[src/rtl/nipra_consts.svh]
// Offsets, field positions, reset values and timing counts
// Assumes inclusion by the package and design modules
`ifndef NIPRA_CONSTS_SVH
`define NIPRA_CONSTS_SVH

// ----------------------------------------------------------------
// Register offsets
// ----------------------------------------------------------------
`define NIPRA_OFS_NODE_ID 12'h0E8
`define NIPRA_OFS_PHY_ACC 12'h0EC
`define NIPRA_OFS_INT_STAT 12'h0F4
`define NIPRA_OFS_INT_CLR 12'h0F8
`define NIPRA_OFS_INT_EN 12'h0FC

// ----------------------------------------------------------------
// Field positions
// ----------------------------------------------------------------
`define NIPRA_NID_VALID 31
`define NIPRA_NID_ROOT 30
`define NIPRA_NID_CPS 27
`define NIPRA_PHY_DONE 31
`define NIPRA_PHY_RDREQ 15
`define NIPRA_PHY_WRREQ 14
`define NIPRA_BUS_ID_RST 10'h3FF
`define NIPRA_NODE_UNSET 6'h3F

// Interrupt status bits
`define NIPRA_EV_READ_DONE 0
`define NIPRA_EV_ID_VALID 1
`define NIPRA_EV_BUS_RESET 2
`define NIPRA_EV_W 3

// ----------------------------------------------------------------
// Timing
// ----------------------------------------------------------------
`define NIPRA_CLK_NS 8
`define NIPRA_REQ_GAP_NS 16
`define NIPRA_REQ_GAP_CYC \
	((`NIPRA_REQ_GAP_NS + `NIPRA_CLK_NS - 1) / `NIPRA_CLK_NS)

`endif

[src/rtl/nipra_pkg.sv]
// Types shared by the node identity and PHY access block
// Assumes the constants header is on the include path
package nipra_pkg;
`include "nipra_consts.svh"

	typedef enum logic [1:0] {
		NIPRA_REQ_IDLE = 2'b00,
		NIPRA_REQ_SEND = 2'b01,
		NIPRA_REQ_GAP = 2'b10
	} nipra_req_st_t;

	typedef enum logic [1:0] {
		NIPRA_APB_IDLE = 2'b00,
		NIPRA_APB_ACCESS = 2'b01
	} nipra_apb_st_t;

endpackage : nipra_pkg

[src/rtl/nipra_top.sv]
// Node identity and PHY register access, APB slave
// Assumes PHY status inputs are synchronous one-cycle pulses or levels
//
// Contract
// RL1 - Node ID is bus field plus node
// RL2 - Valid clears on reset, sets on node
// RL3 - Root flag set when PHY is root
// RL4 - Cable power flag follows PHY report
// RL5 - Node register reserved bits read zero
// RL6 - Bus field writable, updatable, resets ones
// RL7 - Node number loaded after self-ID only
// RL8 - Software avoids transmit run at node 63
// RL9 - Read-complete clears on any request write
// RL10 - Read-complete sets on PHY register return
// RL11 - Capture returned register address
// RL12 - Capture returned register data
// RL13 - Read request self-clears once sent
// RL14 - Write request self-clears once sent
// RL15 - Software never sets both requests
// RL16 - Target address read/write, resets zero
// RL17 - Outgoing data read/write, resets zero
// RL18 - PHY register reserved bits read zero
// RL19 - Each request becomes one PHY request
//
// Implementation choice: the APB register port.
`timescale 1ns/1ps
module nipra_top import nipra_pkg::*; (
	input wire logic pclk,
	input wire logic presetn,
	input wire logic psel,
	input wire logic penable,
	input wire logic pwrite,
	input wire logic [11:0] paddr,
	input wire logic [31:0] pwdata,
	output logic [31:0] prdata,
	output logic pready,
	output logic pslverr,
	input wire logic phy_bus_reset,
	input wire logic phy_selfid_done,
	input wire logic [5:0] phy_node_number,
	input wire logic phy_is_root,
	input wire logic phy_cable_power_ok,
	input wire logic phy_bus_id_load,
	input wire logic [9:0] phy_bus_id,
	input wire logic phy_reg_return,
	input wire logic [3:0] phy_ret_addr,
	input wire logic [7:0] phy_ret_data,
	input wire logic phy_req_ready,
	output logic phy_req_valid,
	output logic phy_req_write,
	output logic [3:0] phy_req_addr,
	output logic [7:0] phy_req_data,
	output logic [15:0] node_id,
	output logic irq
);
`include "nipra_consts.svh"

	// ------------------------------------------------------------
	// State
	// ------------------------------------------------------------
	typedef struct packed {
		nipra_apb_st_t apb;
		logic [31:0] rdata;
		logic ready;
		logic slverr;
		logic identity_valid;
		logic root;
		logic cable_power_ok;
		logic [9:0] bus_id_field;
		logic [5:0] physical_node_index;
		logic read_complete;
		logic [3:0] returned_address;
		logic [7:0] returned_data;
		logic read_request;
		logic write_request;
		logic [3:0] target_address;
		logic [7:0] outgoing_data;
		logic [15:0] node_id;
	} nipra_s_t;

	nipra_s_t s_q;
	nipra_s_t s_d;

	logic wr_acc;
	logic rd_acc;
	logic wr_go;
	logic req_sent;
	logic req_start;
	logic [`NIPRA_EV_W-1:0] ev;
	logic [`NIPRA_EV_W-1:0] ev_clr;
	logic en_wr;
	logic [`NIPRA_EV_W-1:0] int_stat;
	logic [`NIPRA_EV_W-1:0] int_en;
	logic [31:0] nid_word;
	logic [31:0] phy_word;

	// One wait state; a write lands on the edge that sees pready
	assign wr_go = psel && penable && pwrite && !s_q.ready;
	assign wr_acc = psel && penable && pwrite && s_q.ready;
	assign rd_acc = psel && penable && !pwrite && !s_q.ready;

	// ------------------------------------------------------------
	// Register words
	// ------------------------------------------------------------
	// RL5 reserved zero
	always_comb begin
		nid_word = 32'h0000_0000;
		nid_word[`NIPRA_NID_VALID] = s_q.identity_valid;
		nid_word[`NIPRA_NID_ROOT] = s_q.root;
		nid_word[`NIPRA_NID_CPS] = s_q.cable_power_ok;
		nid_word[15:6] = s_q.bus_id_field;
		nid_word[5:0] = s_q.physical_node_index;
	end

	// RL18 reserved zero
	always_comb begin
		phy_word = 32'h0000_0000;
		phy_word[`NIPRA_PHY_DONE] = s_q.read_complete;
		phy_word[27:24] = s_q.returned_address;
		phy_word[23:16] = s_q.returned_data;
		phy_word[`NIPRA_PHY_RDREQ] = s_q.read_request;
		phy_word[`NIPRA_PHY_WRREQ] = s_q.write_request;
		phy_word[11:8] = s_q.target_address;
		phy_word[7:0] = s_q.outgoing_data;
	end

	// ------------------------------------------------------------
	// Next state
	// ------------------------------------------------------------
	always_comb begin
		s_d = s_q;
		s_d.ready = 1'b0;
		s_d.slverr = 1'b0;
		s_d.apb = (psel && !penable) ? NIPRA_APB_ACCESS : NIPRA_APB_IDLE;
		ev_clr = '0;
		en_wr = 1'b0;

		if (wr_go || rd_acc) begin
			s_d.ready = 1'b1;
		end
		// Write error must pulse with pready, not at the commit edge
		if (wr_go && paddr != `NIPRA_OFS_NODE_ID
			&& paddr != `NIPRA_OFS_PHY_ACC
			&& paddr != `NIPRA_OFS_INT_STAT
			&& paddr != `NIPRA_OFS_INT_CLR
			&& paddr != `NIPRA_OFS_INT_EN) begin
			s_d.slverr = 1'b1;
		end

		// Software side of the registers
		if (wr_acc) begin
			if (paddr == `NIPRA_OFS_NODE_ID) begin
				// RL6 bus field writable
				s_d.bus_id_field = pwdata[15:6];
			end else if (paddr == `NIPRA_OFS_PHY_ACC) begin
				// RL16 target address
				s_d.target_address = pwdata[11:8];
				// RL17 outgoing data
				s_d.outgoing_data = pwdata[7:0];
				// RL13 read request set
				if (pwdata[`NIPRA_PHY_RDREQ]) begin
					s_d.read_request = 1'b1;
				end
				// RL14 write request set
				if (pwdata[`NIPRA_PHY_WRREQ]) begin
					s_d.write_request = 1'b1;
				end
				// RL9 done cleared on request
				if (pwdata[`NIPRA_PHY_RDREQ] || pwdata[`NIPRA_PHY_WRREQ]) begin
					s_d.read_complete = 1'b0;
				end
			end else if (paddr == `NIPRA_OFS_INT_CLR) begin
				ev_clr = pwdata[`NIPRA_EV_W-1:0];
			end else if (paddr == `NIPRA_OFS_INT_EN) begin
				en_wr = 1'b1;
			end
		end

		if (rd_acc) begin
			if (paddr == `NIPRA_OFS_NODE_ID) begin
				s_d.rdata = nid_word;
			end else if (paddr == `NIPRA_OFS_PHY_ACC) begin
				s_d.rdata = phy_word;
			end else if (paddr == `NIPRA_OFS_INT_STAT) begin
				s_d.rdata = {29'h0, int_stat};
			end else if (paddr == `NIPRA_OFS_INT_EN) begin
				s_d.rdata = {29'h0, int_en};
			end else begin
				s_d.rdata = 32'h0000_0000;
				s_d.slverr = !(paddr == `NIPRA_OFS_INT_CLR);
			end
		end

		// RL13 read request self-clears
		// RL14 write request self-clears
		if (req_sent) begin
			s_d.read_request = 1'b0;
			s_d.write_request = 1'b0;
		end

		// Hardware side: PHY updates win over software writes
		// RL6 bus field hardware update
		if (phy_bus_id_load) begin
			s_d.bus_id_field = phy_bus_id;
		end
		// RL4 cable power status
		s_d.cable_power_ok = phy_cable_power_ok;
		// RL2 valid clears on bus reset
		if (phy_bus_reset) begin
			s_d.identity_valid = 1'b0;
			// RL3 root sampled during reset
			s_d.root = phy_is_root;
		end else if (phy_selfid_done) begin
			// RL7 node number from PHY
			s_d.physical_node_index = phy_node_number;
			// RL2 valid sets on new node
			s_d.identity_valid = 1'b1;
			s_d.root = phy_is_root;
		end
		// RL10 done set on return
		if (phy_reg_return) begin
			s_d.read_complete = 1'b1;
			// RL11 returned address
			s_d.returned_address = phy_ret_addr;
			// RL12 returned data
			s_d.returned_data = phy_ret_data;
		end
		// RL1 node ID concatenation
		s_d.node_id = {s_d.bus_id_field, s_d.physical_node_index};
	end

	// RL19 one PHY request each
	assign req_start = (s_q.read_request || s_q.write_request) && !req_sent;

	assign ev[`NIPRA_EV_READ_DONE] = phy_reg_return;
	assign ev[`NIPRA_EV_ID_VALID] = phy_selfid_done && !phy_bus_reset;
	assign ev[`NIPRA_EV_BUS_RESET] = phy_bus_reset;

	// ------------------------------------------------------------
	// Submodules
	// ------------------------------------------------------------
	nipra_phy_req u_req (
		.pclk(pclk),
		.presetn(presetn),
		.start(req_start),
		.start_write(s_q.write_request),
		.start_addr(s_q.target_address),
		.start_data(s_q.outgoing_data),
		.phy_req_ready(phy_req_ready),
		.phy_req_valid(phy_req_valid),
		.phy_req_write(phy_req_write),
		.phy_req_addr(phy_req_addr),
		.phy_req_data(phy_req_data),
		.sent(req_sent)
	);

	nipra_irq u_irq (
		.pclk(pclk),
		.presetn(presetn),
		.event_in(ev),
		.clear_in(ev_clr),
		.en_wr(en_wr),
		.en_wdata(pwdata[`NIPRA_EV_W-1:0]),
		.status(int_stat),
		.enable(int_en),
		.irq(irq)
	);

	// ------------------------------------------------------------
	// Registers
	// ------------------------------------------------------------
	always_ff @(posedge pclk or negedge presetn) begin
		if (!presetn) begin
			s_q <= '0;
			s_q.bus_id_field <= `NIPRA_BUS_ID_RST;
			s_q.physical_node_index <= `NIPRA_NODE_UNSET;
			s_q.node_id <= {`NIPRA_BUS_ID_RST, `NIPRA_NODE_UNSET};
		end else begin
			s_q <= s_d;
		end
	end

	assign prdata = s_q.rdata;
	assign pready = s_q.ready;
	assign pslverr = s_q.slverr;
	assign node_id = s_q.node_id;
endmodule : nipra_top

[src/rtl/nipra_phy_req.sv]
// Sends one PHY register request and holds it until taken
// Assumes the PHY link accepts a request on phy_req_ready
`timescale 1ns/1ps
module nipra_phy_req import nipra_pkg::*; (
	input wire logic pclk,
	input wire logic presetn,
	input wire logic start,
	input wire logic start_write,
	input wire logic [3:0] start_addr,
	input wire logic [7:0] start_data,
	input wire logic phy_req_ready,
	output logic phy_req_valid,
	output logic phy_req_write,
	output logic [3:0] phy_req_addr,
	output logic [7:0] phy_req_data,
	output logic sent
);
`include "nipra_consts.svh"

	typedef struct packed {
		nipra_req_st_t st;
		logic valid;
		logic write;
		logic [3:0] addr;
		logic [7:0] data;
		logic sent;
		logic [1:0] gap;
	} nipra_req_s_t;

	nipra_req_s_t s_q;
	nipra_req_s_t s_d;

	always_comb begin
		s_d = s_q;
		s_d.sent = 1'b0;
		case (s_q.st)
			NIPRA_REQ_IDLE: begin
				if (start) begin
					s_d.valid = 1'b1;
					s_d.write = start_write;
					s_d.addr = start_addr;
					// RL17 data zero on reads
					s_d.data = start_write ? start_data : 8'h00;
					s_d.st = NIPRA_REQ_SEND;
				end
			end
			NIPRA_REQ_SEND: begin
				if (phy_req_ready) begin
					s_d.valid = 1'b0;
					s_d.sent = 1'b1;
					s_d.gap = 2'(`NIPRA_REQ_GAP_CYC);
					s_d.st = NIPRA_REQ_GAP;
				end
			end
			NIPRA_REQ_GAP: begin
				// Spacing keeps the sender from re-firing on a stale bit
				if (s_q.gap <= 2'h1) begin
					s_d.st = NIPRA_REQ_IDLE;
				end else begin
					s_d.gap = s_q.gap - 2'h1;
				end
			end
			default: begin
				s_d.st = NIPRA_REQ_IDLE;
			end
		endcase
	end

	always_ff @(posedge pclk or negedge presetn) begin
		if (!presetn) begin
			s_q <= '0;
		end else begin
			s_q <= s_d;
		end
	end

	assign phy_req_valid = s_q.valid;
	assign phy_req_write = s_q.write;
	assign phy_req_addr = s_q.addr;
	assign phy_req_data = s_q.data;
	assign sent = s_q.sent;

endmodule : nipra_phy_req

[src/rtl/nipra_irq.sv]
// Sticky event status, enable mask and level interrupt
// Assumes event pulses and clear strobes are one cycle wide
`timescale 1ns/1ps
`include "nipra_consts.svh"
module nipra_irq import nipra_pkg::*; (
	input wire logic pclk,
	input wire logic presetn,
	input wire logic [`NIPRA_EV_W-1:0] event_in,
	input wire logic [`NIPRA_EV_W-1:0] clear_in,
	input wire logic en_wr,
	input wire logic [`NIPRA_EV_W-1:0] en_wdata,
	output logic [`NIPRA_EV_W-1:0] status,
	output logic [`NIPRA_EV_W-1:0] enable,
	output logic irq
);

	typedef struct packed {
		logic [`NIPRA_EV_W-1:0] stat;
		logic [`NIPRA_EV_W-1:0] en;
		logic irq;
	} nipra_irq_s_t;

	nipra_irq_s_t s_q;
	nipra_irq_s_t s_d;
	logic [`NIPRA_EV_W-1:0] stat_n;

	// Set wins over a clear in the same cycle
	always_comb begin
		s_d = s_q;
		stat_n = (s_q.stat & ~clear_in) | event_in;
		s_d.stat = stat_n;
		if (en_wr) begin
			s_d.en = en_wdata;
		end
		s_d.irq = |(stat_n & s_d.en);
	end

	always_ff @(posedge pclk or negedge presetn) begin
		if (!presetn) begin
			s_q <= '0;
		end else begin
			s_q <= s_d;
		end
	end

	assign status = s_q.stat;
	assign enable = s_q.en;
	assign irq = s_q.irq;

endmodule : nipra_irq

[config.mk]
export PLATFORM = sky130hd
export DESIGN_NAME = nipra_top
export DESIGN_NICKNAME = d
export VERILOG_FILES = /design/src/rtl/nipra_pkg.sv /design/src/rtl/nipra_top.sv /design/src/rtl/nipra_phy_req.sv /design/src/rtl/nipra_irq.sv
export VERILOG_INCLUDE_DIRS = /design/src /design/src/rtl
export SDC_FILE = /design/constraint.sdc
export NUM_CORES = 1
export LEC_CHECK = 0
export BUFFER_PORTS_ARGS = -buffer_cell sky130_fd_sc_hd__buf_2
export CORE_MARGIN = 4
export CORE_UTILIZATION = 45
export DETAILED_ROUTE_END_ITERATION = 10
export HOLD_SLACK_MARGIN = 0.06
export PLACE_DENSITY_LB_ADDON = 0.12
export SKIP_CTS_REPAIR_TIMING = 1
export SYNTH_ARGS = -nofsm -noshare
export SYNTH_HDL_FRONTEND = slang
export SYNTH_HIERARCHICAL = 1
export SYNTH_SLANG_ARGS = --single-unit
export TNS_END_PERCENT = 10
[constraint.sdc]
create_clock -name pclk -period 2.4 [get_ports pclk]
set_input_delay 0.72 -clock pclk [delete_from_list [all_inputs] [get_ports pclk]]
set_output_delay 0.72 -clock pclk [all_outputs]
set_load 0.02 [all_outputs]
Word level (Yosys, flattened, before mapping)
Index checks and enable logic that the tools add are counted.
{ "op_classes": {"addsub": 1, "mux": 49, "n_eq_ne": 18, "bitwise": 5, "n_reduce_logical": 41, "n_lt_le_gt_ge": 1} }
{ "ops": {"columns": ["op", "count"], "rows": [
  ["32-bit two-way mux", 2],
  ["12-bit by 8-bit == test with 1-bit output, second input constant", 5],
  ["12-bit by 8-bit inequality test with 1-bit output, second input constant", 5],
  ["14-bit two-way mux", 3],
  ["10-bit two-way mux", 3],
  ["3-bit two-way mux", 9],
  ["2-bit nonzero test", 10],
  ["1-bit two-way mux", 19],
  ["16-bit two-way mux", 1],
  ["1-bit logical AND", 13],
  ["13-bit two-way mux", 1],
  ["6-bit two-way mux", 2],
  ["3-bit AND reduction", 4],
  ["4-bit AND reduction", 3],
  ["2-bit two-way mux", 5],
  ["8-bit two-way mux", 1],
  ["2-bit inequality test, second input constant", 4],
  ["3-bit bitwise AND", 2],
  ["2-bit case mux with 3 select lines", 1],
  ["1-bit zero test", 5],
  ["2-bit by 1-bit inequality test with 1-bit output, second input constant", 2],
  ["2-bit case mux with 2 select lines", 1],
  ["1-bit logical OR", 3],
  ["3-bit NOT", 1],
  ["other kinds (10)", 10]
]} }
{ "totals": {"regBits": 122, "wordCells": 141, "input_bits": 84, "output_inout_bits": 65} }

Depth between registers and ports, before layout
Gate-level depths: netlist of the first run.
{ "logic_depth": {"ltp_word": 14, "mapped_depth": 8, "depth_no_buf": 7} }

By module
Netlist of the first run, hierarchy kept.
{ "by_module_without_submodules": {"columns": ["mod", "area_per_inst_um2", "cells_per_inst", "n_inst"], "rows": [
  ["nipra_top", 3462.1, 285, 1],
  ["nipra_phy_req", 898.4, 85, 1],
  ["nipra_irq", 270.3, 18, 1]
]} }

Worst setup path after synthesis of the first run
OpenSTA, ideal clock, no wires.
{ "synth_path": {"path_kind": "input port to flip-flop", "from": "input paddr[9]", "to": "register u_irq.s_q (netlist bit u_irq/irq)", "t_required_ps": 2274, "path_slack_ps": -475, "arrival_ps": 2749, "cell_stages": 7, "path_cell_list": "or4_4 -> buf_6 -> or2_2 -> nor3_1 -> mux2_4 -> o21a_1 -> a221o_1"} }
{ "synth_rtl": {"columns": ["element", "line_no", "text"], "rows": [
  ["from (decl)", "nipra_top.sv:33", "input wire logic [11:0] paddr,"],
  ["to (signal assigned)", "nipra_irq.sv:40", "s_q <= '0;"],
  ["to (signal assigned)", "nipra_irq.sv:42", "s_q <= s_d;"],
  ["to (decl)", "nipra_irq.sv:23", "nipra_irq_s_t s_q;"]
]} }

==> metrics.md, run 1 <==
| Metric | Value |
|---|---|
| Share of Yosys cell area claimed by the top area cell type | 47.6% |
| Clock Pin Slew Worst Setup and Hold Paths | 0.11 ns |
| Total GRT Usage | 18.3% |
| Hold slack | 0.253 ns |
| Pleak | 2.89 nW |
| Worst Path Max Fanout | 3 |
| Die H | 109 um |
| Post-DRT Antenna Nets | 0 |
| GPL Wtd Cong | 0.846 |
| Crit start category | input pin |
| Outcome | finished, final reports clean |
| Async SR Flop Fraction | 100% |
| Vias in the first global route | 3288 |
| Critical path endpoint category | flop |
| Setup Viol. Count Final | 0 |
| Worst setup startpoint | paddr[9] |
| R2R Path Start | pready$_DFF_PN0_ |
| Synthesized area per cell | 11.9 um^2 |
| Setup Skew | 0.0142 ns |
| Worst Reg-to-Reg Cells | 7 |
| Die W | 109 um |
| Place WS | -0.370 ns |
| RSZ-0062 raised after global routing | yes |
| Area Growth Syn to Fin | 19.7% |
| Detailed placement HPWL | 7800 um |
| Reg2reg setup slack | 0.38 ns |
| I/O Buffers | 130 |
| Met1 WL | 4860 um |
| Final net count | 589 |
| FMAX | 0.420 GHz |
| 1st-pass router iterations | 4 |
| Data arrival, critical path | 2.63 ns |
| Clock tree buffer depth | 2 |
| CTS root buffer | clkbuf_8 |
| Ranking of synthesized cells by area | dfrtp_1, dfstp_2, mux2_2, buf_4, nand2_1 |
| Hold Violations, Final | 0 |
| Yosys reg bits | 104 |
| VDD IR max | 0.280 mV |
| Crit path kind | input pin to flop |
| Total die area | 0.0120 mm^2 |
| Hold Crit Class | input pin to asynchronous set/reset pin |
| Yosys warns | 6 |
| Global route overflow | 0 |
| First-pass GRT wire length | 16900 um |
| EDFF count, synth | 0 |
| R2r endpoint | u_irq/irq$_DFF_PN0_ |
| Critical path's slowest cell | or4_4 |
| Count of different cell masters after synthesis | 48 |
| Starting Density | 46.7% |
| Antenna diodes | 0 |
| Max Cap Viol | 0 |
| WL met3 | 611 um |
| DRC | 0 |
| Post-synth top flop | dfrtp_1 |
| Post-synthesis sequential area ratio | 56.6% |
| CTS H-tree depth | 3 |
| Vias | 3197 |
| CORE AREA | 0.00991 mm^2 |
| Crit-path leading delay family | simple AND/OR/NAND/NOR gates |
| Synth Instances | 388 |
| DRT iter0 DRCs | 129 |
| Clock Latency Late Sink | 0.37 ns |
| TritonCTS clock tree | done |
| Cell taking the most area after synthesis | dfrtp_1 |
| Largest net degree at the start of global routing | 47 |
| Clock buffer count from CTS | 9 |
| Via/cell ratio | 4.98 |
| Wire per inst | 16.2 um |
| Crit path depth | 8 |
| Layout cells sized above 1 | 46.2% |
| Io pins | 149 |
| Max-slew violations | 0 |
| Post-Route Utilization | 55.9% |
| Pwr dens | 597 mW/mm^2 |
| Clock tree sinks | 104 |
| Row cnt | 36 |
| Worst EP required | 2.65 ns |
| Overall power | 3.31 mW |
| Fin crit share | 99.2% |
| Critical-path cell list | buf_6 -> or4_4 -> or2_4 -> nor4b_4 -> and2_1 -> and2b_1 -> o21a_1 -> a221o_1 |
| Worst Setup Slack, final | 0.0196 ns |
| Drt total wl | 10400 um |
| CP peak stage delay | 0.52 ns |
| Max Used Layer | met5 |
| Met2 routed WL | 4840 um |
| Synth Cell Area | 0.00463 mm^2 |
| Bufs and invs on worst path | 1 |
| Final min period | 2.38 ns |
| Initial antenna violation count | 1 |
worst max-delay path by stage:
stage / end / slack (ns)
global placement: u_irq/irq$_DFF_PN0_ / -0.37
global route: u_irq/irq$_DFF_PN0_ / -0.05
finish: u_irq/irq$_DFF_PN0_ / 0.02
CTS: u_irq/irq$_DFF_PN0_ / 0.02
detailed placement: u_irq/irq$_DFF_PN0_ / -0.37
floorplan: u_irq/irq$_DFF_PN0_ / -0.31
cells in the final DEF, fill, tap and decap left out, drive strengths merged, types with 8 or more instances in the layout:
cell type and instances:
mux2 39, dfrtp 88, a22oi 13, inv 8
buf 153, nand2 60, a22o 14, o21ai 22
mux2i 11, nor2 10, clkbuf 10, dfstp 16
final cells by class:
type,instances,area (um^2)
clock buffer,10,138
fill,885,4370
sequential,104,2620
tap,133,166
inverter,4,15.0
clock inverter,6,58.8
multi-input combinational,232,1690
timing repair buffer,153,857
cells by family after synthesis:
| logic type | Yosys count | share of synthesized area [%] |
|---|---|---|
| adder cells (fa/ha/maj) | 1 | 0.270 |
| AND/OR/NAND/NOR | 105 | 11.9 |
| buffers and inverters | 53 | 7.70 |
| multiplexers | 50 | 12.3 |
| flip-flops | 104 | 56.6 |
| AO/OA/AOI/OAI | 74 | 11.1 |
| other | 1 | 0.0810 |
state kept, by name, summed over array words and instances, names as in the netlist:
register / flops
node_id: 15
u_req/phy_req_addr: 4
u_req/phy_req_valid: 1
u_req/s_q: 4
u_irq/irq: 1
nid_word: 4
u_req/phy_req_data: 8
u_req/sent: 1
u_req/phy_req_write: 1
prdata: 30
u_irq/enable: 3
u_irq/status: 3
pslverr: 1
pready: 1
phy_word: 27
routing by layer:
layer / vias to the layer above / track usage, %
li1: 1559 / -
met1: 1543 / 25.7
met2: 85 / 27.6
met3: 8 / 5.28
met4: 2 / 5.08
met5: - / 0
power by group:
| group | total (mW) | leakage [nW] | internal [mW] | switching, mW |
|---|---|---|---|---|
| Clock | 1.07 | 0.102 | 0.432 | 0.636 |
| Sequential | 1.90 | 1.33 | 1.84 | 0.0519 |
| Combinational | 0.345 | 1.46 | 0.153 | 0.192 |
| Total | 3.31 | 2.89 | 2.43 | 0.880 |
metrics by stage:
| stage | TNS (ns) | cells | area (um^2) |
|---|---|---|---|
| 2_1_floorplan | -0.724 | 389 | 4660 |
| 3_3_place_gp | -4.62 | 626 | 5340 |
| 3_5_place_dp | -5.08 | 626 | 5340 |
| 4_1_cts | 0 | 642 | 5540 |
| 5_1_grt | -0.0467 | 642 | 5540 |
| 6_report | 0 | 642 | 5540 |
Yosys cell counts, types with 6 or more instances:
cell,number
buf_4,31
mux2_2,33
mux2i_1,11
a22oi_1,13
nor2_1,10
dfstp_2,16
clkbuf_1,8
o21ai_0,12
mux2_4,6
dfrtp_1,88
a22o_1,14
o21ai_1,10
nand2_1,60
No activity file was read; power rests on OpenSTA's default activity.
==> run 2: changes to the inputs <==
CELL_PAD_IN_SITES_DETAIL_PLACEMENT = 0   (was unset)
CELL_PAD_IN_SITES_GLOBAL_PLACEMENT = 2   (was unset)
CORE_UTILIZATION = 29   (was 45)
clock period = 2 ns   (was 2.4 ns; I/O delays follow)
==> run 2 against run 1 <==
The run now ends with setup timing left; global-route usage down 4.6 points; clock-buffer cell count shrank 1; utilization is 18 points lower; largest power group unchanged; clock power up 57%; non-clock buffer count up 9; critical endpoint unchanged; first-iteration DRC count rose by 5.4%; die area grew 51%; via count rose by 2.5%; sequential cell count unchanged.
==> metrics.md, run 2 (same netlist as run 1, synthesis figures left out) <==
| Metric | Value |
|---|---|
| Clock buffer count from CTS | 9 (unchanged) |
| Drt total wl | 12300 um (+18%) |
| Internal Power | 3.26 mW (+34%) |
| Clock Pin Slew Worst Setup and Hold Paths | 0.07 ns (-0.04 ns) |
| Setup Skew | 0.00528 ns (-0.00890 ns) |
| Flop pwr share | 51.8% (-5.5 points) |
| Post-route insts no fill | 730 (+14%) |
| Data arrival, critical path | 2.54 ns (-0.09 ns) |
| CORE AREA | 0.0154 mm^2 (+56%) |
| Place WS | -0.681 ns (-0.312 ns) |
| Max-slew violations | 0 (unchanged) |
| Met2 GRT Util | 21.9% (-5.7 points) |
| Max Cap Viol | 0 (unchanged) |
| Flip-flop and latch area | 0.00262 mm^2 (unchanged) |
| Multi-input combinational cell area | 0.00175 mm^2 (+3.5%) |
| GR Util met3 | 5.25% (-0.033 points) |
| Layout cells sized above 1 | 47.2% (+1.0 points) |
| CTS H-tree depth | 3 (unchanged) |
| Failing checks | setup timing |
| I/O Buffers | 130 (unchanged) |
| Crit start category | input pin |
| Most common cell after layout, fill and taps aside | buf_2 |
| Worst Setup Slack, final | -0.305 ns (-0.325 ns) |
| First-pass GRT wire length | 18900 um (+12%) |
| Starting Density | 30.0% (-17 points) |
| TritonCTS clock tree | done |
| Reg2reg setup slack | 0.04 ns (-0.34 ns) |
| Largest register FFs | 30 (unchanged) |
| Most frequent cells in the layout | buf_2, dfrtp_1, nand2_1, buf_4, mux2_2 |
| Worst Reg-to-Reg Cells | 7 (unchanged) |
| Initial antenna violation count | 0 (-1) |
| GPL Wtd Cong | 0.719 (-15%) |
| Outcome | finished, violations left |
| Gate power share | 9.9% (-0.5 points) |
| Final net count | 599 (+1.7%) |
| R2r endpoint | u_irq/irq$_DFF_PN0_ |
| Area Growth Syn to Fin | 27.3% |
| DRC | 0 (unchanged) |
| Vias in the first global route | 3425 (+4.2%) |
| Wire per inst | 16.8 um (+3.8%) |
| Clock tree buffer depth | 2 (unchanged) |
| Global route overflow | 0 (unchanged) |
| CTS root buffer | clkbuf_16 |
| Setup Viol. Count Final | 49 (+49) |
| Antenna diodes | 0 (unchanged) |
| Fin crit share | 115% |
| Via/cell ratio | 4.49 (-9.9%) |
| Worst setup startpoint | paddr[9] |
| Sw Ratio | 25.6% (-0.98 points) |
| Post-Route Utilization | 38.2% (-18 points) |
| Largest net degree at the start of global routing | 43 (-8.5%) |
| Psw | 1.12 mW (+28%) |
| Io pins | 149 (unchanged) |
| Pleak | 2.99 nW (+3.3%) |
| Clock power frac | 38.3% (+6.0 points) |
| Post-DRT Antenna Nets | 0 (unchanged) |
| Critical Path End | u_irq/irq$_DFF_PN0_ |
| Critical path endpoint category | flop |
| Crit path kind | input pin to flop |
| Clock Latency Late Sink | 0.35 ns (-0.02 ns) |
| Die H | 134 um (+23%) |
| Vias | 3276 (+2.5%) |
| Clock tree sinks | 104 (unchanged) |
| Die W | 134 um (+23%) |
| Final min period | 2.31 ns |
| Row cnt | 45 (+25%) |
| Worst EP required | 2.23 ns (-0.42 ns) |
| # fillers | 1558 (+76%) |
| RSZ-0062 raised after global routing | yes |
| FMAX | 0.434 GHz |
| R2R Path Start | pready$_DFF_PN0_ |
| Detailed placement HPWL | 8890 um (+14%) |
| Pwr dens | 744 mW/mm^2 (+25%) |
| VDD IR max | 0.499 mV (+78%) |
| Total die area | 0.0181 mm^2 (+51%) |
| DRT iter0 DRCs | 136 (+5.4%) |
| Grt peak-use layer | met2 |
| Placed instance count | 708 (+13%) |
| Total GRT Usage | 13.6% (-4.6 points) |
| Hold Crit Class | input pin to asynchronous set/reset pin |
| Worst Path Max Fanout | 3 (unchanged) |
| 1st-pass router iterations | 4 (unchanged) |
| M1 GR Usage | 17.1% (-8.6 points) |
| Hold Violations, Final | 0 (unchanged) |
-- run 2: changes by cell type in the layout (fill, tap and decap cells not counted), sizes merged --
cell and delta:
clkinv +1, or4 +1, buf +9, clkbuf -1, clkinvlp +2, inv -2
-- run 2: metal layers --
layer | share of wire (%) | up-vias
met2 | 48 | 76
met3 | 6.3 | 12
met4 | 1.6 | 0
met5 | 0 | -
met1 | 44 | 1603
li1 | - | 1585
-- run 2: power by group through the flow --
stage / clock network, mW / logic, mW / registers (mW)
6_report: 1.68 / 0.435 / 2.27
4_1_cts: 1.76 / 0.439 / 2.28
3_3_place_gp: 0 / 0.432 / 2.31
3_5_place_dp: 0 / 0.439 / 2.32
5_1_grt: 1.84 / 0.486 / 2.29
2_1_floorplan: 0 / 0.263 / 2.30
-- run 2: how the worst min path moves through the flow --
stage	startpoint	to	slack, ns	cells past startpoint
floorplan	presetn	nid_word[27]$_DFF_PN0_	0.30	0
global placement	u_req/sent$_DFF_PN0_	phy_word[15]$_DFFE_PN0P_	0.45	1
detailed placement	u_req/sent$_DFF_PN0_	phy_word[15]$_DFFE_PN0P_	0.45	1
CTS	presetn	prdata[22]$_DFFE_PN0P_	0.12	1
global route	presetn	prdata[22]$_DFFE_PN0P_	0.13	1
finish	presetn	prdata[22]$_DFFE_PN0P_	0.13	1
-- run 2: stage by stage --
stage | cell area (um^2) | hold WS, ns | TNS [ns] | power [mW]
after CTS | 5790 | 0.117 | -2.14 | 4.48
after detailed placement | 5510 | 0.445 | -22.78 | 2.76
after floorplan | 4660 | 0.304 | -10.85 | 2.56
after global routing | 5900 | 0.129 | -8.19 | 4.62
final | 5900 | 0.128 | -5.83 | 4.39
after global placement | 5510 | 0.445 | -21.75 | 2.75
-- run 2: cell type report --
class	instances	share of cell area, %
multi-input combinational	233	29.6
sequential	104	44.5
inverter	4	0.255
clock buffer	9	3.82
clock inverter	7	0.934
tap	211	4.48
timing repair buffer	162	16.4
-- run 2: worst max-delay path, cell delays in order --
cell and delay (ns):
buf_6 0.09, or4_4 0.53, or2_4 0.27, nor4b_4 0.28
and2_1 0.15, and2b_1 0.18, o21a_1 0.17, a221o_1 0.26
==> run 3: changes to the inputs <==
CORE_UTILIZATION = 30   (was 29)
CTS_BUF_LIST = sky130_fd_sc_hd__clkbuf_2   (was unset)
==> run 3 against run 2 <==
Cell area fell by 1.7%; routed wire length rose by 1.6%; clock power fell by 32%; die area fell by 3.1%; clock-buffer cell count did not move; sequential share of layout area rose by 0.77 points; sequential power barely moved; the flow still finishes with violations (setup timing); largest cell class unchanged; global-route usage rose by 0.99 points; hold slack improved by 0.061 ns; critical path depth did not move; worst setup slack improved by 0.24 ns.
==> metrics.md, run 3 (same netlist as run 1, synthesis figures left out) <==
| Metric | Value |
|---|---|
| Outcome | finished, violations left |
| Failing checks | setup timing |
| Critical path endpoint category | flop |
| Die W | 132 um (-1.6%) |
| Critical path's slowest cell | or4_4 |
| R2r endpoint | u_irq/irq$_DFF_PN0_ |
| Hold_sp | phy_bus_id[4] |
| Clock buffer count from CTS | 9 (unchanged) |
| Bufs and invs on worst path | 1 (unchanged) |
| Post-DRT Antenna Nets | 0 (unchanged) |
| Reg2reg setup slack | 0.04 ns (about the same) |
| CORE AREA | 0.0151 mm^2 (-1.8%) |
| Crit path kind | input pin to flop |
| Starting Density | 30.6% (+0.56 points) |
| Drt total wl | 12500 um (+1.6%) |
| Worst Reg-to-Reg Cells | 7 (unchanged) |
| Via/cell ratio | 4.64 (+3.4%) |
| Setup Viol. Count Final | 1 (-98%) |
| Final min period | 2.07 ns (-0.239 ns) |
| Most frequent cells in the layout | buf_2, dfrtp_1, nand2_1, mux2_2, buf_4 |
| Worst EP required | 2.52 ns (+0.29 ns) |
| Hold Crit Class | input pin to flop |
| DRT iter0 DRCs | 161 (+18%) |
| TritonCTS clock tree | done |
| Max-slew violations | 0 (unchanged) |
| Row cnt | 45 (unchanged) |
| 1st-pass router iterations | 4 (unchanged) |
| Hold path cells | 3 |
| TNS Setup | -0.0662 ns (+5.76 ns) |
| Setup Skew | 0.0288 ns (+0.0235 ns) |
| Clock tree buffer depth | 2 (unchanged) |
| Fin crit share | 103% (-12 points) |
| FMAX | 0.484 GHz (+12%) |
| CTS root buffer | clkbuf_2 |
| RSZ-0062 raised after global routing | yes |
| I/O Buffers | 130 (unchanged) |
| Hold Violations, Final | 0 (unchanged) |
| First-pass GRT wire length | 19800 um (+4.8%) |
| Hold slack | 0.188 ns (+0.0607 ns) |
| Most common cell after layout, fill and taps aside | buf_2 |
| CP peak stage delay | 0.52 ns (about the same) |
| Die H | 132 um (-1.6%) |
| Vias | 3299 (+0.70%) |
| CTS H-tree depth | 3 (unchanged) |
| Pleak | 2.97 nW (-0.56%) |
| Crit-path leading delay family | simple AND/OR/NAND/NOR gates |
| Crit path depth | 8 (unchanged) |
| R2R Path Start | pready$_DFF_PN0_ |
| Area Growth Syn to Fin | 25.2% |
| Wire per inst | 17.6 um (+4.3%) |
| GPL Wtd Cong | 0.739 (+2.7%) |
| Clock Pin Slew Worst Setup and Hold Paths | 0.29 ns (+0.22 ns) |
| Largest net degree at the start of global routing | 29 (-33%) |
| Max Cap Viol | 0 (unchanged) |
| Initial antenna violation count | 1 (+1) |
| Critical-path cell list | buf_2 -> or4_4 -> or2_4 -> nor4b_4 -> and2_1 -> and2b_1 -> o21a_1 -> a221o_1 |
| Largest register FFs | 30 (unchanged) |
| VDD IR max | 0.497 mV (-0.41%) |
| Worst Setup Slack, final | -0.0662 ns (+0.239 ns) |
| Clock Latency Late Sink | 0.58 ns (+0.23 ns) |
| Detailed placement HPWL | 9070 um (+2.0%) |
| DRC | 0 (unchanged) |
| Global route overflow | 0 (unchanged) |
| Data arrival, critical path | 2.58 ns (+0.04 ns) |
| DP Area | 0.00549 mm^2 (-0.25%) |
| Clock tree sinks | 104 (unchanged) |
| Layout cells sized above 1 | 47.1% (-0.080 points) |
| Worst Path Max Fanout | 3 (unchanged) |
| Pwr dens | 679 mW/mm^2 (-8.7%) |
| Design Area, Final | 0.00580 mm^2 (-1.7%) |
| Io pins | 149 (unchanged) |
| Post-Route Utilization | 38.3% (+0.050 points) |
| Vias in the first global route | 3559 (+3.9%) |
| Total GRT Usage | 14.6% (+0.99 points) |
| Crit start category | input pin |
| Total die area | 0.0175 mm^2 (-3.1%) |
| Final net count | 602 (+0.50%) |
| Min-Delay Endpoint | node_id[10]$_DFFE_PN1P_ |
==> run 3: cell count changes in the layout (fill, tap and decap cells not counted), sizes merged <==
cell / before / now
buf: 162 / 164
inv: 6 / 5
clkinv: 3 / 4
or4: 3 / 2
diode: 0 / 1
clkinvlp: 2 / 0
bufinv: 0 / 2
dlygate4sd3: 0 / 2
==> run 3: report_power, final <==
| part | switching (mW) | internal, mW | leakage, nW | total [mW] |
|---|---|---|---|---|
| logic | 0.251 | 0.253 | 1.56 | 0.504 |
| registers | 0.0673 | 2.22 | 1.33 | 2.29 |
| clock network | 0.730 | 0.418 | 0.0839 | 1.15 |
| total | 1.05 | 2.89 | 2.97 | 3.94 |
==> run 3: area by class of cell <==
cell class / count / area (um^2)
diodes: 1 / 2.50
clock buffers: 9 / 45.0
clock inverters: 7 / 95.1
fillers: 1498 / 9350
inverters: 4 / 15.0
multi-input cells: 232 / 1690
flip-flops and latches: 104 / 2620
well taps: 188 / 235
repair buffers: 166 / 1090
==> run 3: worst max-delay path by stage <==
stage | start | endpoint | slack [ns]
after global placement | paddr[9] | u_irq/irq$_DFF_PN0_ | -0.61
after detailed placement | paddr[9] | u_irq/irq$_DFF_PN0_ | -0.67
final | paddr[9] | u_irq/irq$_DFF_PN0_ | -0.07
after floorplan | paddr[9] | u_irq/irq$_DFF_PN0_ | -0.59
after CTS | node_id[3]$_DFFE_PN1P_ | node_id[3] | -0.08
after global routing | pready$_DFF_PN0_ | pready | -0.08
==> run 3: per-stage QoR <==
step	std cells	total power [mW]	worst slack, ns
3_5_place_dp	687	2.77	-0.670
5_1_grt	711	4.17	-0.0764
2_1_floorplan	389	2.56	-0.590
4_1_cts	703	3.95	-0.0827
3_3_place_gp	687	2.76	-0.608
6_report	711	3.94	-0.0662
==> run 3: tightest hold or removal path, cell delays in order <==
cell and delay (ns):
buf_2 0.10, nand2_1 0.05, o21ai_1 0.05
==> run 3: per-layer routing <==
layer  vias to the layer above  global-route usage [%]  part of all wire, %
met1                      1608                    19.2                   46
met3                        11                    4.35                  4.8
li1                       1591                       -                    -
met4                         0                    4.97                  1.4
met2                        89                    23.2                   47
met5                         -                       0                    0
